[config.mk]
export PLATFORM = sky130hd
export DESIGN_NAME = dtp_dual_timebase_pwm
export DESIGN_NICKNAME = d
export VERILOG_FILES = /design/src/dtp_pkg.sv /design/src/dtp_dual_timebase_pwm.sv
export SDC_FILE = /design/constraint.sdc
export NUM_CORES = 1
export LEC_CHECK = 0
export BUFFER_PORTS_ARGS = -buffer_cell sky130_fd_sc_hd__buf_2
export CELL_PAD_IN_SITES_DETAIL_PLACEMENT = 0
export CELL_PAD_IN_SITES_GLOBAL_PLACEMENT = 1
export CORE_ASPECT_RATIO = 0.9
export CORE_MARGIN = 1
export CORE_UTILIZATION = 46
export DETAILED_ROUTE_END_ITERATION = 16
export HOLD_SLACK_MARGIN = 0.1
export PLACE_DENSITY = 0.81
export SLEW_MARGIN = 25
export SYNTH_ARGS = -nofsm -noshare
export SYNTH_HDL_FRONTEND = slang
export SYNTH_SLANG_ARGS = --single-unit
[constraint.sdc]
create_clock -name mclk -period 4.2 [get_ports mclk]
set_input_delay 0.21 -clock mclk [delete_from_list [all_inputs] [get_ports mclk]]
set_output_delay 0.21 -clock mclk [all_outputs]
set_load 0.01 [all_outputs]
[src/dtp_pkg.sv]
// Operation
// - Two independent timing units; unit A paces channels one and three, unit B two and four.
// - Each unit counts modulo its 16-bit cycle length; largest usable value 65535.
// - A pulse width of zero never asserts the pulse.
// - A pulse width at or above the cycle length holds the active level.
// - Widths in between give one pulse per cycle, that many ticks long.
// - Invert bit 0: pulse high, idle low; bit 1: pulse low, idle high.
// - Modulator off without input sensing: hardware pin follows the invert bit.
// - Modulator off plus sensing on unit A: pin is input, level reads as invert bit.
// - Divide select n divides the 16 MHz timer clock by two to the n; the default timer strobe runs at 16.67 MHz.
// - A new pulse width takes effect only when the current cycle ends.
// - Channels three and four share the sink and general pins; each runs only when freed.
// - Analog, sink and general enables switch off channels two, three and four.
// - Multi-byte registers are big endian, high byte at the lower index.
// - Writes to read-only or unmapped locations change nothing.
// - A 16-bit register takes its new value when its high-index byte is written.
// - Out-of-range values are clamped into range when stored.
package dtp_pkg;

	// ----------------------------------------------------------------
	// Register indices (byte address is four times the index)
	// ----------------------------------------------------------------
	localparam int            ADDR_W         = 8;
	localparam int            IDX_W          = 6;
	localparam logic [5:0]    IDX_ANALOG_CFG = 6'h02;
	localparam logic [5:0]    IDX_SINK_CFG   = 6'h04;
	localparam logic [5:0]    IDX_GEN_IO_CFG = 6'h05;
	localparam logic [5:0]    IDX_UNIT_A_CFG = 6'h08;
	localparam logic [5:0]    IDX_UNIT_B_CFG = 6'h09;
	localparam logic [5:0]    IDX_WIDE_FIRST = 6'h0A;
	localparam logic [5:0]    IDX_WIDE_LAST  = 6'h15;
	localparam int            WIDE_N         = 6;

	// ----------------------------------------------------------------
	// Field positions
	// ----------------------------------------------------------------
	localparam int            FUNC_ON_BIT    = 4;
	localparam int            CFG_INVERT     = 7;
	localparam int            CFG_SENSE      = 5;
	localparam int            CFG_MOD_OFF    = 4;
	localparam int            DIV_W          = 3;
	localparam int            PRE_W          = 7;

	// ----------------------------------------------------------------
	// Reset values and limits
	// ----------------------------------------------------------------
	localparam logic [15:0]   CYCLE_RST      = 16'hFFFF;
	localparam logic [15:0]   WIDTH_RST      = 16'h0000;
	localparam logic [15:0]   CYCLE_MIN      = 16'h0001;

	// ----------------------------------------------------------------
	// Timing
	// ----------------------------------------------------------------
	localparam int            MCLK_HZ        = 200_000_000;
	localparam int            TIMER_HZ       = 16_000_000;
	localparam int            TICK_DIV       = MCLK_HZ / TIMER_HZ;

	typedef struct packed {
		logic                invert;
		logic                senseIn;
		logic                modOff;
		logic [DIV_W-1:0]    divSel;
	} dtp_unit_cfg_t;

endpackage : dtp_pkg

[src/dtp_dual_timebase_pwm.sv]
`timescale 1ns/1ps
module dtp_dual_timebase_pwm #(
	parameter int TICK_DIV = dtp_pkg::TICK_DIV
) (
	input  wire logic                      mclk,       // 200 MHz clock
	input  wire logic                      reset,      // Synchronous, active high
	input  wire logic                      psel,       // APB select
	input  wire logic                      penable,    // APB access phase
	input  wire logic                      pwrite,     // APB direction
	input  wire logic [dtp_pkg::ADDR_W-1:0] paddr,     // APB byte address
	input  wire logic [31:0]               pwdata,     // APB write data
	output logic      [31:0]               prdata,     // APB read data
	output logic                           pready,     // APB ready
	output logic                           pslverr,    // Unmapped access
	input  wire logic                      hwOneIn,    // Channel one pin level
	output logic                           hwOneOut,   // Channel one pin drive
	output logic                           hwOneOe,    // Channel one drive enable
	output logic                           hwTwoOut,   // Channel two pin drive
	output logic                           hwTwoOe,    // Channel two drive enable
	output logic                           swThreeOut, // Channel three on sink pin
	output logic                           swThreeOe,  // Channel three owns pin
	output logic                           swFourOut,  // Channel four on general pin
	output logic                           swFourOe    // Channel four owns pin
);

	// ----------------------------------------------------------------
	// Register state
	// ----------------------------------------------------------------
	dtp_pkg::dtp_unit_cfg_t unitCfg [2];
	logic                   analogOn;
	logic                   sinkOn;
	logic                   genIoOn;
	logic [15:0]            wide [dtp_pkg::WIDE_N];
	logic [7:0]             stage [dtp_pkg::WIDE_N];
	logic [5:0]             idx;
	logic                   wrEn;
	logic                   isWide;
	logic [2:0]             wideSel;
	logic [7:0]             rdByte;
	logic                   pinMeta;
	logic                   pinSync;
	logic [7:0]             tickCnt;
	logic                   timerTick;
	logic [15:0]            cnt [2];
	logic [15:0]            cycAct [2];
	logic [15:0]            widthAct [2][2];
	logic                   unitTick [2];
	logic                   wrap [2];
	logic                   act [2][2];

	// Mask of low prescaler bits that must all be set for a unit tick
	function automatic logic [dtp_pkg::PRE_W-1:0] divMask(input logic [dtp_pkg::DIV_W-1:0] sel);
		logic [dtp_pkg::PRE_W:0] one;
		one = {{dtp_pkg::PRE_W{1'b0}}, 1'b1};
		divMask = dtp_pkg::PRE_W'((one << sel) - one);
	endfunction : divMask

	// Cycle lengths of zero would make the counter run 65536 ticks, so they are lifted to one
	function automatic logic [15:0] clampWide(input logic [2:0] sel, input logic [15:0] v);
		if ((sel < 3'h2) && (v < dtp_pkg::CYCLE_MIN))
			clampWide = dtp_pkg::CYCLE_MIN;
		else
			clampWide = v;
	endfunction : clampWide

	// ----------------------------------------------------------------
	// APB decode
	// ----------------------------------------------------------------
	// Zero-wait slave: every access completes in its first access cycle
	assign idx     = paddr[dtp_pkg::ADDR_W-1:2];
	assign wrEn    = psel && penable && pwrite;
	assign isWide  = (idx >= dtp_pkg::IDX_WIDE_FIRST) && (idx <= dtp_pkg::IDX_WIDE_LAST);
	assign wideSel = 3'((idx - dtp_pkg::IDX_WIDE_FIRST) >> 1);
	assign pready  = 1'b1;

	// Unmapped indices answer with an error and read as zero
	always_comb
	begin
		pslverr = psel && penable;
		if (isWide || (idx == dtp_pkg::IDX_ANALOG_CFG) || (idx == dtp_pkg::IDX_SINK_CFG)
			|| (idx == dtp_pkg::IDX_GEN_IO_CFG) || (idx == dtp_pkg::IDX_UNIT_A_CFG)
			|| (idx == dtp_pkg::IDX_UNIT_B_CFG))
			pslverr = 1'b0;
	end

	// Read mux; in sensing mode the invert bit shows the pin instead
	always_comb
	begin
		rdByte = 8'h00;
		if (isWide)
			rdByte = idx[0] ? wide[wideSel][7:0] : wide[wideSel][15:8];
		else
		begin
			unique case (idx)
				dtp_pkg::IDX_ANALOG_CFG: rdByte[dtp_pkg::FUNC_ON_BIT] = analogOn;
				dtp_pkg::IDX_SINK_CFG:   rdByte[dtp_pkg::FUNC_ON_BIT] = sinkOn;
				dtp_pkg::IDX_GEN_IO_CFG: rdByte[dtp_pkg::FUNC_ON_BIT] = genIoOn;
				dtp_pkg::IDX_UNIT_A_CFG:
				begin
					rdByte[dtp_pkg::CFG_INVERT]  = (unitCfg[0].modOff && unitCfg[0].senseIn)
						? pinSync : unitCfg[0].invert;
					rdByte[dtp_pkg::CFG_SENSE]   = unitCfg[0].senseIn;
					rdByte[dtp_pkg::CFG_MOD_OFF] = unitCfg[0].modOff;
					rdByte[2:0]                  = unitCfg[0].divSel;
				end
				dtp_pkg::IDX_UNIT_B_CFG:
				begin
					rdByte[dtp_pkg::CFG_INVERT]  = unitCfg[1].invert;
					rdByte[dtp_pkg::CFG_MOD_OFF] = unitCfg[1].modOff;
					rdByte[2:0]                  = unitCfg[1].divSel;
				end
				default: rdByte = 8'h00;
			endcase
		end
	end

	// Read data is captured in the setup cycle so it stands from a flop
	always_ff @(posedge mclk)
	begin
		if (reset)
			prdata <= 32'h0000_0000;
		else if (psel && !penable)
			prdata <= {24'h00_0000, rdByte};
	end

	// ----------------------------------------------------------------
	// Configuration registers
	// ----------------------------------------------------------------
	// Unknown indices fall through, so stray writes leave state alone
	always_ff @(posedge mclk)
	begin
		if (reset)
		begin
			unitCfg[0] <= '0;
			unitCfg[1] <= '0;
			analogOn   <= 1'b0;
			sinkOn     <= 1'b0;
			genIoOn    <= 1'b0;
		end
		else if (wrEn)
		begin
			unique case (idx)
				dtp_pkg::IDX_ANALOG_CFG: analogOn <= pwdata[dtp_pkg::FUNC_ON_BIT];
				dtp_pkg::IDX_SINK_CFG:   sinkOn   <= pwdata[dtp_pkg::FUNC_ON_BIT];
				dtp_pkg::IDX_GEN_IO_CFG: genIoOn  <= pwdata[dtp_pkg::FUNC_ON_BIT];
				dtp_pkg::IDX_UNIT_A_CFG:
					unitCfg[0] <= '{pwdata[dtp_pkg::CFG_INVERT], pwdata[dtp_pkg::CFG_SENSE],
						pwdata[dtp_pkg::CFG_MOD_OFF], pwdata[2:0]};
				dtp_pkg::IDX_UNIT_B_CFG:
					unitCfg[1] <= '{pwdata[dtp_pkg::CFG_INVERT], 1'b0,
						pwdata[dtp_pkg::CFG_MOD_OFF], pwdata[2:0]}; // Sensing only on unit A
				default: ;
			endcase
		end
	end

	// ----------------------------------------------------------------
	// 16-bit registers: high byte staged, low byte commits
	// ----------------------------------------------------------------
	// Staging keeps a half-written value from ever reaching the counters
	always_ff @(posedge mclk)
	begin
		if (reset)
		begin
			for (int i = 0; i < dtp_pkg::WIDE_N; i++)
			begin
				wide[i]  <= (i < 2) ? dtp_pkg::CYCLE_RST : dtp_pkg::WIDTH_RST;
				stage[i] <= 8'h00;
			end
		end
		else if (wrEn && isWide)
		begin
			if (!idx[0])
				stage[wideSel] <= pwdata[7:0];
			else
				wide[wideSel] <= clampWide(wideSel, {stage[wideSel], pwdata[7:0]});
		end
	end

	// ----------------------------------------------------------------
	// Pin input synchroniser
	// ----------------------------------------------------------------
	always_ff @(posedge mclk)
	begin
		if (reset)
		begin
			pinMeta <= 1'b0;
			pinSync <= 1'b0;
		end
		else
		begin
			pinMeta <= hwOneIn;
			pinSync <= pinMeta;
		end
	end

	// ----------------------------------------------------------------
	// Timer clock strobe
	// ----------------------------------------------------------------
	// Integer division of mclk; 200 MHz gives 16.67 MHz, a known limitation
	always_ff @(posedge mclk)
	begin
		if (reset)
			tickCnt <= 8'h00;
		else if (tickCnt >= 8'(TICK_DIV - 1))
			tickCnt <= 8'h00;
		else
			tickCnt <= tickCnt + 8'h01;
	end
	assign timerTick = (tickCnt >= 8'(TICK_DIV - 1));

	// ----------------------------------------------------------------
	// Timing units
	// ----------------------------------------------------------------
	for (genvar u = 0; u < 2; u++)
	begin : g_unit
		logic [dtp_pkg::PRE_W-1:0] pre;
		logic [dtp_pkg::PRE_W-1:0] mask;

		// Free prescaler; a unit tick fires once every 2^n timer ticks
		assign mask        = divMask(unitCfg[u].divSel);
		assign unitTick[u] = timerTick && ((pre & mask) == mask);
		assign wrap[u]     = unitTick[u] && (cnt[u] >= (cycAct[u] - 16'h0001));

		always_ff @(posedge mclk)
		begin
			if (reset)
				pre <= '0;
			else if (timerTick)
				pre <= pre + 1'b1;
		end

		// Modulo counter with shadows reloaded only at the cycle boundary
		always_ff @(posedge mclk)
		begin
			if (reset)
			begin
				cnt[u]         <= 16'h0000;
				cycAct[u]      <= dtp_pkg::CYCLE_RST;
				widthAct[u][0] <= dtp_pkg::WIDTH_RST;
				widthAct[u][1] <= dtp_pkg::WIDTH_RST;
			end
			else if (wrap[u])
			begin
				cnt[u]         <= 16'h0000;
				cycAct[u]      <= wide[u];
				widthAct[u][0] <= wide[2 + u];
				widthAct[u][1] <= wide[4 + u];
			end
			else if (unitTick[u])
				cnt[u] <= cnt[u] + 16'h0001;
		end

		// Counter below width: zero never fires, width >= cycle always does
		assign act[u][0] = cnt[u] < widthAct[u][0];
		assign act[u][1] = cnt[u] < widthAct[u][1];
	end

	// ----------------------------------------------------------------
	// Pin drivers
	// ----------------------------------------------------------------
	// Registered so the pins never glitch while the comparators settle
	always_ff @(posedge mclk)
	begin
		if (reset)
		begin
			hwOneOut   <= 1'b0;
			hwOneOe    <= 1'b0;
			hwTwoOut   <= 1'b0;
			hwTwoOe    <= 1'b0;
			swThreeOut <= 1'b0;
			swThreeOe  <= 1'b0;
			swFourOut  <= 1'b0;
			swFourOe   <= 1'b0;
		end
		else
		begin
			hwOneOut   <= unitCfg[0].modOff ? unitCfg[0].invert
				: (act[0][0] ^ unitCfg[0].invert);
			hwOneOe    <= !(unitCfg[0].modOff && unitCfg[0].senseIn);
			hwTwoOut   <= unitCfg[1].modOff ? unitCfg[1].invert
				: (act[1][0] ^ unitCfg[1].invert);
			hwTwoOe    <= !analogOn;
			swThreeOut <= act[0][1] ^ unitCfg[0].invert;
			swThreeOe  <= !sinkOn;
			swFourOut  <= act[1][1] ^ unitCfg[1].invert;
			swFourOe   <= !genIoOn;
		end
	end
endmodule : dtp_dual_timebase_pwm

# ---- Word-level counts from Yosys, hierarchy flattened
# Memories as Yosys holds them, arrays and structs flattened.
# Cells that the tools add are included.
dict set report word_totals {
  mem_count 6
  out_inout_bits 42
  register_bits 43
  wordCells 162
  ram_bits 284
  input_bits 46
}
# memory words word_bits rd rd_clocked_by_memory_dff write_ports line
set memory_table {}
lappend memory_table {wide 6 16 7 0 6 dtp_dual_timebase_pwm.sv:33} ;# logic [15:0] wide [dtp_pkg::WIDE_N];
lappend memory_table {widthAct 2 32 2 0 2 dtp_dual_timebase_pwm.sv:46} ;# logic [15:0] widthAct [2][2];
lappend memory_table {stage 6 8 1 0 6 dtp_dual_timebase_pwm.sv:34} ;# logic [7:0] stage [dtp_pkg::WIDE_N];
lappend memory_table {cnt 2 16 2 0 2 dtp_dual_timebase_pwm.sv:44} ;# logic [15:0] cnt [2];
lappend memory_table {cycAct 2 16 2 0 2 dtp_dual_timebase_pwm.sv:45} ;# logic [15:0] cycAct [2];
lappend memory_table {unitCfg 2 6 2 0 2 dtp_dual_timebase_pwm.sv:29} ;# dtp_pkg::dtp_unit_cfg_t unitCfg [2];
dict set report classes {
  addsub 10
  eq_ne 7
  magnitude_cmp 11
  bitwise 18
  mux 64
  n_reduce_logical 27
  n_shift 2
}
# operator count
set op_table {}
lappend op_table {{16-bit 2-to-1 mux} 15}
lappend op_table {{16-bit < comparator} 4}
lappend op_table {{1-bit 2-to-1 mux} 39}
lappend op_table {{16-bit by 1-bit adder with 16-bit output, second input constant} 2}
lappend op_table {{16-bit >= comparator} 2}
lappend op_table {{16-bit by 1-bit subtractor with 16-bit output, second input constant} 2}
lappend op_table {{8-bit 2-to-1 mux} 3}
lappend op_table {{16-bit by 1-bit < comparator with 1-bit output, second input constant} 1}
lappend op_table {{16-bit OR reduction} 1}
lappend op_table {{7-bit by 1-bit adder with 7-bit output, second input constant} 2}
lappend op_table {{7-bit bitwise AND} 2}
lappend op_table {{7-bit equality test} 2}
lappend op_table {{1-bit by 3-bit << shifter with 7-bit output, first input constant} 2}
lappend op_table {{7-bit by 1-bit subtractor with 7-bit output, second input constant} 2}
lappend op_table {{6-bit by 3-bit equality test with 1-bit output, second input constant} 2}
lappend op_table {{6-bit by 4-bit equality test with 1-bit output, second input constant} 2}
lappend op_table {{6-bit 2-to-1 mux} 2}
lappend op_table {{1-bit OR} 12}
lappend op_table {{1-bit logical AND} 11}
lappend op_table {{8-bit by 1-bit adder with 8-bit output, second input constant} 1}
lappend op_table {{8-bit by 4-bit >= comparator with 1-bit output, second input constant} 1}
lappend op_table {{8-bit OR reduction} 1}
lappend op_table {{6-bit by 2-bit equality test with 1-bit output, second input constant} 1}
lappend op_table {{6-bit by 4-bit >= comparator with 1-bit output, second input constant} 1}
lappend op_table {{other kinds (12)} 26}

# ---- Depth between registers and ports, before layout
# Gate-level depths: netlist of the first run.
# An unclocked memory read counts as a cell.
dict set report logic_depth {
  word_depth 12
  mapped_depth 15
}

# ---- Worst setup path before layout of the first run
# No wires, ideal clock.
dict set report synth_timing {
  kind {reg2reg}
  from {memory cycAct[1][3]}
  to {memory cycAct[1][0], enable pin}
  required_time_ns 3.792
  setup_time_ns 0.408
  path_stages_with_launch 13
  arrival_ns 3.854
  slack_ns -0.062
  path_cell_list {edfxtp_1 > nor4_1 > nand2_1 > or4_1 > nor3_1 > xnor2_1 > ha_1 > nand4_1 > nor2_1 > and3_1 > o211ai_1 > nand3_1 > a41o_1}
}
# element line
set synth_lines {}
lappend synth_lines {{start: declaration} dtp_dual_timebase_pwm.sv:45}

==> results of run 1 <==
## metrics by stage
step                      cells  area (µm²)  utilization  power (W)
after global placement     2077       19600        0.492    0.00495
after CTS                  2149       20900        0.523    0.00830
after floorplan            1562       18900            -    0.00473
final                      2149       20900        0.524    0.00826
after global routing       2149       20900        0.524    0.00853
after detailed placement   2077       19600        0.492    0.00497
## synth_stat cells (7+ instances only)
cell type  count  area (µm²)
nor2b_1       11        68.8
a21o_1        16         120
and3_1        26         163
nor2_1       155         582
xor2_1        35         307
nand3_1       28         140
a22oi_1       15         113
buf_4         29         218
dfxtp_1       43         861
nor4_1        31         194
or2_2          7        43.8
nor3_1        26         130
xnor2_1       36         315
and2_1        84         526
a211oi_1       8        60.1
nand2b_1      60         375
a21oi_1       40         200
or3_1          8        50.1
inv_1        100         375
nand2_1      102         383
buf_2         18        90.1
nand4_1       26         163
ha_1         101        1260
mux2i_1       21         210
mux4_2        49        1100
clkbuf_1      26        97.6
edfxtp_1     331        9940
o21ai_0       24         120
## sequential cells by signal, indices dropped and copies added, names as in the netlist
signal	cells
prdata	8
swThreeOut	1
swThreeOe	1
sinkOn	1
g_unit.pre	14
stage	64
hwTwoOe	1
widthAct	64
unitCfg	11
pinSync	1
hwTwoOut	1
genIoOn	1
hwOneOe	1
cycAct	32
pinMeta	1
cnt	32
swFourOut	1
hwOneOut	1
analogOn	1
tickCnt	8
swFourOe	1
wide	128
## timing repair
action,in CTS,in global routing
endpoints found under the setup margin,0,101
endpoints found under the hold margin,2,0
gates resized for setup,0,5
hold buffers,2,0
## cells by family after synthesis
group / after synthesis / share of synthesized area
multiplexers: 72 / 0.0710
AND/OR/NAND/NOR: 588 / 0.160
AO/OA/AOI/OAI: 142 / 0.0496
adder cells (fa/ha/maj): 101 / 0.0671
flip-flops: 374 / 0.574
XOR/XNOR: 72 / 0.0339
other: 2 / 0.000399
buffers and inverters: 184 / 0.0443
## power groups by stage
stage | combinational (W) | clock (W) | sequential (W)
floorplan | 0.000435 | 0 | 0.00429
global placement | 0.000605 | 0 | 0.00435
finish | 0.000625 | 0.00336 | 0.00427
CTS | 0.000620 | 0.00341 | 0.00427
global route | 0.000684 | 0.00356 | 0.00429
detailed placement | 0.000616 | 0 | 0.00435
## final cells by class
| class | count | area (µm²) |
|---|---|---|
| well taps | 532 | 666 |
| repair buffers | 68 | 469 |
| clock inverters | 17 | 134 |
| inverters | 101 | 379 |
| clock buffers | 53 | 1110 |
| fillers | 3424 | 19000 |
| multi-input cells | 1004 | 7340 |
| flip-flops and latches | 374 | 10800 |
## final timing paths
| kind | to | slack (ns) | depth (start not counted) |
|---|---|---|---|
| setup / recovery | widthAct[1][27]$_SDFFCE_PN0P_ | 0.27 | 12 |
| hold / removal | sinkOn$_SDFFE_PP0P_ | 0.13 | 3 |
| setup reg to reg | widthAct[1][27]$_SDFFCE_PN0P_ | 0.27 | 12 |
| hold reg to reg | swThreeOe$_SDFF_PP0_ | 0.45 | 1 |
## per-layer routing
layer	wire, µm	up-vias	GRT usage
li1	-	5599	-
met1	19100	5805	0.302
met2	21000	418	0.351
met3	3370	67	0.0386
met4	1200	0	0.0672
met5	0	-	0
## worst max-delay path: cells and delay by family (launching register included)
family	cells	cell delay (ns)
fa+ha+maj	1	0.26
buf+inv	1	0.19
flops	1	0.43
simple gates	5	1.51
compound gates	4	1.09
xor+xnor	1	0.15
==> flow_summary.json, run 1 <==
{
  "cts-htree-levels": 2,
  "grt_pass1_vias": 11900,
  "p_seq_frac": 0.517,
  "period_needed_ns": 3.93,
  "outcome": "complete, no violations",
  "p_clk_frac": 0.407,
  "p_leak_nw": 7.81,
  "switching_share": 0.227,
  "cts_setup_buffers": 0,
  "clk_pin_slew_ns": 0.06,
  "power.density_nw_per_um2": 395,
  "slew_headroom": 0.392,
  "grt_first_pass_wirelength_um": 68700,
  "cts.sinks": 374,
  "layout_commonest_cell": "edfxtp_1",
  "cp_max_fo": 48,
  "ant_nets": 0,
  "comb_power_share": 0.076,
  "fin_worst_skew_ns": 0.0119,
  "crit_required_ns": 4.46,
  "startpoint_type": "flop",
  "hold_slack_ns": 0.126,
  "p_int_w": 0.00638,
  "cp_data_arrival_time_ns": 4.19,
  "setup_viol": 0,
  "slowest_delay_ns": 0.56,
  "hold_class": "input pin to flop",
  "port_buffers": 36,
  "syn2layout_area_growth_pct": 11.0,
  "rsz0062_at_grt": "false",
  "crit_type": "flop to flop",
  "synth_ff_type": "edfxtp_1",
  "start_util": 0.472,
  "vias": 11900,
  "synth_cells": 1535,
  "final_cell_mix": "edfxtp_1, nor2_1, nand2_1, inv_1, ha_1",
  "p_switching_w": 0.00188,
  "firstDrtPassIters": 6,
  "dieArea_um2": 41700,
  "grt_max_degree": 49,
  "grt_use_total": 0.218,
  "wire_per_inst_um": 20.8,
  "synth_async_sr_flop_share": 0,
  "synth-edff-count": 331,
  "clockBufferDepth": 3,
  "ios": 88,
  "core_area_um2": 39900,
  "seq_area_frac_synth": 0.574,
  "syn_avg_cell_area_um2": 12.3,
  "final_nets": 1736,
  "gp_congestion": 0.921,
  "die_h_um": 194,
  "syn_area_um2": 18800,
  "worstReg2RegStart": "cycAct[1][3]$_SDFFCE_PN1P_",
  "min_from": "pwdata[4]",
  "tightest_slew_ns": 0.910,
  "cp-end-kind": "flop",
  "layout_setup_ws_ns": 0.273,
  "antenna_cells": 0,
  "drt_iter0_drc": 1073,
  "layout-drive-gt1-share": 0.121,
  "grt_overflow": 0,
  "dpl_worst_slack_ns": 0.232,
  "final_hold_viol_count": 0,
  "die_x_um": 215,
  "rows": 69,
  "dp_hpwl_um": 32600,
  "yosys_warnings": 0,
  "final_max_slew_viol_count": 0,
  "viasPerCell": 5.53,
  "cts_tree": "yes",
  "critical_path.cell_chain": "nor4_2, nand2_1, or4_1, nor3_1, xnor2_1, ha_1, a21o_1, a21o_1, a221oi_1, nand3_1, a41o_2, buf_12",
  "drt_wl_total_um": 44700,
  "ys_seq_elements": 374,
  "finalCritPeriodShare": 0.935,
  "ir_worst_vdd_uv": 311,
  "fmax_ghz": 0.255,
  "cts_buffers": 40,
  "cp_slowest_cell": "or4_1",
  "root_buffer": "clkbuf_16",
  "antenna_found_initial": 1,
  "maxCapViolCount": 0,
  "synth.distinct_cells": 66,
  "fin_tns_setup_ns": 0,
  "startpoint": "cycAct[1][3]$_SDFFCE_PN1P_",
  "clkLatencyLatePin_ns": 0.54,
  "drc": 0,
  "cpMostUsedCell": "a21o_1"
}
No activity file was read; power rests on OpenSTA's default activity.
==> run 2: changes to the inputs <==
Settings changed: ABC_AREA from default to 1, CORE_UTILIZATION 46 to 44, PLACE_DENSITY 0.81 to 0.82.
==> run 2 against run 1 <==
- synthesized cell count grew 38%
- register-to-register slack better by 0.25 ns
- sequential share of layout area shrank 2.1 points
- final cell count rose by 29%
- clock-buffer cell count shrank 3
- global-route usage grew 0.095 points
- total power up 6.5%
==> flow_summary.json, run 2 <==
{
  "outcome": "complete, no violations",
  "gp_congestion": 0.909,
  "seq_area_frac_synth": 0.553,
  "start_util": 0.451,
  "syn_avg_cell_area_um2": 9.22,
  "top_register": "wide",
  "min_from": "pwdata[3]",
  "drc": 0,
  "slew_headroom": 0.306,
  "synthTopCellsByArea": "edfxtp_1, ha_1, inv_1",
  "period_needed_ns": 3.68,
  "rows": 72,
  "ant_nets": 0,
  "fin_cells": 2780,
  "cp_data_arrival_time_ns": 3.98,
  "finalCritPeriodShare": 0.877,
  "drt_iter0_drc": 1296,
  "grt_use_total": 0.219,
  "cp-end-kind": "flop",
  "grt_pass1_vias": 13800,
  "synth_cells": 2117,
  "power_w": 0.00880,
  "cts.sinks": 374,
  "die_h_um": 202,
  "core_area_um2": 43300,
  "dpl_worst_slack_ns": 0.483,
  "ios": 88,
  "power.density_nw_per_um2": 404,
  "synth_async_sr_flop_share": 0,
  "fin_tns_setup_ns": 0,
  "hold_end": "wide[0][3]$_SDFFCE_PN1P_",
  "placed_cells": 2700,
  "layout_commonest_cell": "inv_1",
  "dieArea_um2": 45200,
  "vias": 14400,
  "grt_max_degree": 94,
  "synth_xor_area_frac": 0.0251,
  "crit_type": "flop to flop",
  "layout-drive-gt1-share": 0.0763,
  "largest_register_ffs": 128,
  "clkLatencyLatePin_ns": 0.56,
  "critical_path.cell_chain": "inv_1, ha_1, nand2_1, nor2_1, nand3_1, nor3_1, nand3_1, xor2_1, inv_1, ha_1, nand2_1, inv_1, nand3_1, inv_1, a21oi_1, nand3_1, nand2_1, buf_4, nor2_1",
  "synth_top_area_cell": "edfxtp_1",
  "synthSimpleGateAreaFrac": 0.195,
  "layout_setup_ws_ns": 0.518,
  "fin_worst_skew_ns": 0.0135,
  "p_clk_frac": 0.438,
  "p_seq_frac": 0.483,
  "root_buffer": "clkbuf_16",
  "reg_top3": "wide x128, stage x64, widthAct x64",
  "final_cell_mix": "inv_1, edfxtp_1, nand2_1, nor2_1, nand3_1",
  "wire_per_inst_um": 17.7,
  "synth_ff_type": "edfxtp_1",
  "viasPerCell": 5.18,
  "cts_setup_buffers": 0,
  "r2r_end": "widthAct[1][9]$_SDFFCE_PN0P_",
  "antenna_cells": 0,
  "crit_required_ns": 4.50,
  "comb_power_share": 0.079,
  "ir_worst_vdd_uv": 339,
  "rsz0062_at_grt": "false",
  "ys_seq_elements": 374,
  "final_nets": 2303,
  "synth-adder-area-share": 0.0647,
  "hold_slack_ns": 0.114,
  "cts_tree": "yes",
  "maxCapViolCount": 0,
  "cp_max_fo": 24,
  "clockBufferDepth": 3,
  "p_leak_nw": 9.08,
  "worstReg2RegStart": "cycAct[1][0]$_SDFFCE_PN1P_",
  "grt_first_pass_wirelength_um": 76600,
  "synth-compound-area-share": 0.0706,
  "synth_top_family_by_area": "simple AND/OR/NAND/NOR gates",
  "yosys_warnings": 0,
  "startpoint": "cycAct[1][0]$_SDFFCE_PN1P_",
  "cp_slowest_cell": "nand2_1",
  "fmax_ghz": 0.272,
  "hold_class": "input pin to flop",
  "tightest_slew_ns": 1.04,
  "slowest_delay_ns": 0.45,
  "clk_pin_slew_ns": 0.06,
  "startpoint_type": "flop",
  "drt_wl_total_um": 49200,
  "grt_overflow": 0,
  "cts_buffers": 41,
  "ys_top_cells_by_count": "inv_1, edfxtp_1, nand2_1, nor2_1, nand3_1",
  "muxShareOfSynthArea": 0,
  "syn2layout_area_growth_pct": 11.5,
  "die_x_um": 224,
  "cts-htree-levels": 2,
  "synth_most_common_cell": "inv_1",
  "switching_share": 0.243,
  "syn_area_um2": 19500,
  "p_int_w": 0.00666,
  "r2r_cells": 19,
  "setup_viol": 0,
  "firstDrtPassIters": 6,
  "synth_top_cell_area_share": 0.509,
  "synth.distinct_cells": 41,
  "final_max_slew_viol_count": 0,
  "final_hold_viol_count": 0,
  "dp_hpwl_um": 35300,
  "synth-edff-count": 331,
  "holdPathStages": 3,
  "p_switching_w": 0.00214,
  "port_buffers": 36,
  "r2r_slack_ns": 0.52,
  "antenna_found_initial": 0
}
==> run 2: what timing repair did <==
item | 4_1_cts | 5_1_grt
hold buffers | 5 | 0
resized for setup | 0 | 1
setup endpoints to repair | 0 | 58
endpoints found under the hold margin | 16 | 0
==> run 2: power by group through the flow <==
| stage | sequential [W] | clock, W | combinational (W) |
|---|---|---|---|
| 3_5_place_dp | 0.00433 | 0 | 0.000675 |
| 3_3_place_gp | 0.00433 | 0 | 0.000659 |
| 6_report | 0.00425 | 0.00385 | 0.000692 |
| 2_1_floorplan | 0.00429 | 0 | 0.000476 |
| 4_1_cts | 0.00425 | 0.00388 | 0.000682 |
| 5_1_grt | 0.00426 | 0.00401 | 0.000772 |
==> run 2: cell families after synthesis <==
logic type / after synthesis
buffers and inverters: 440
AND/OR/NAND/NOR: 888
flip-flops: 374
adder cells (fa/ha/maj): 101
AO/OA/AOI/OAI: 257
XOR/XNOR: 55
other: 2
==> run 2: cell type report <==
type	instances	area, µm²
inverters	345	1290
well taps	592	741
multi-input cells	1330	7070
flip-flops and latches	374	10800
fillers	3983	21600
repair buffers	64	430
clock buffers	50	1090
clock inverters	25	339
==> run 2: critical path, delay by kind of cell (launching register included) <==
family                   cells  cell delay (ns)
AO/OA/AOI/OAI                1             0.14
XOR/XNOR                     1             0.15
adder cells (fa/ha/maj)      2             0.47
buffers and inverters        5             0.63
flip-flops                   1             0.35
AND/OR/NAND/NOR             10             1.67
==> run 2: worst max-delay path by stage <==
stage          cells after the start                       endpoint
2_1_floorplan                     19     cycAct[1][0]$_SDFFCE_PN1P_
3_3_place_gp                      18  widthAct[1][10]$_SDFFCE_PN0P_
3_5_place_dp                      18   widthAct[1][9]$_SDFFCE_PN0P_
4_1_cts                           18   widthAct[1][9]$_SDFFCE_PN0P_
5_1_grt                           19     cycAct[1][2]$_SDFFCE_PN1P_
6_report                          19   widthAct[1][9]$_SDFFCE_PN0P_
==> run 2: routing by layer <==
metal | vias to the layer above | GRT usage | share of wire
met2 | 514 | 0.347 | 0.45
li1 | 7016 | - | -
met1 | 6786 | 0.306 | 0.45
met3 | 83 | 0.0420 | 0.077
met5 | - | 0 | 0
met4 | 0 | 0.0638 | 0.025
==> run 2: per-stage QoR <==
stage | util | area [µm²]
final | 0.502 | 21800
after global routing | 0.502 | 21800
after CTS | 0.502 | 21800
after detailed placement | 0.468 | 20300
after global placement | 0.468 | 20300
after floorplan | - | 19600
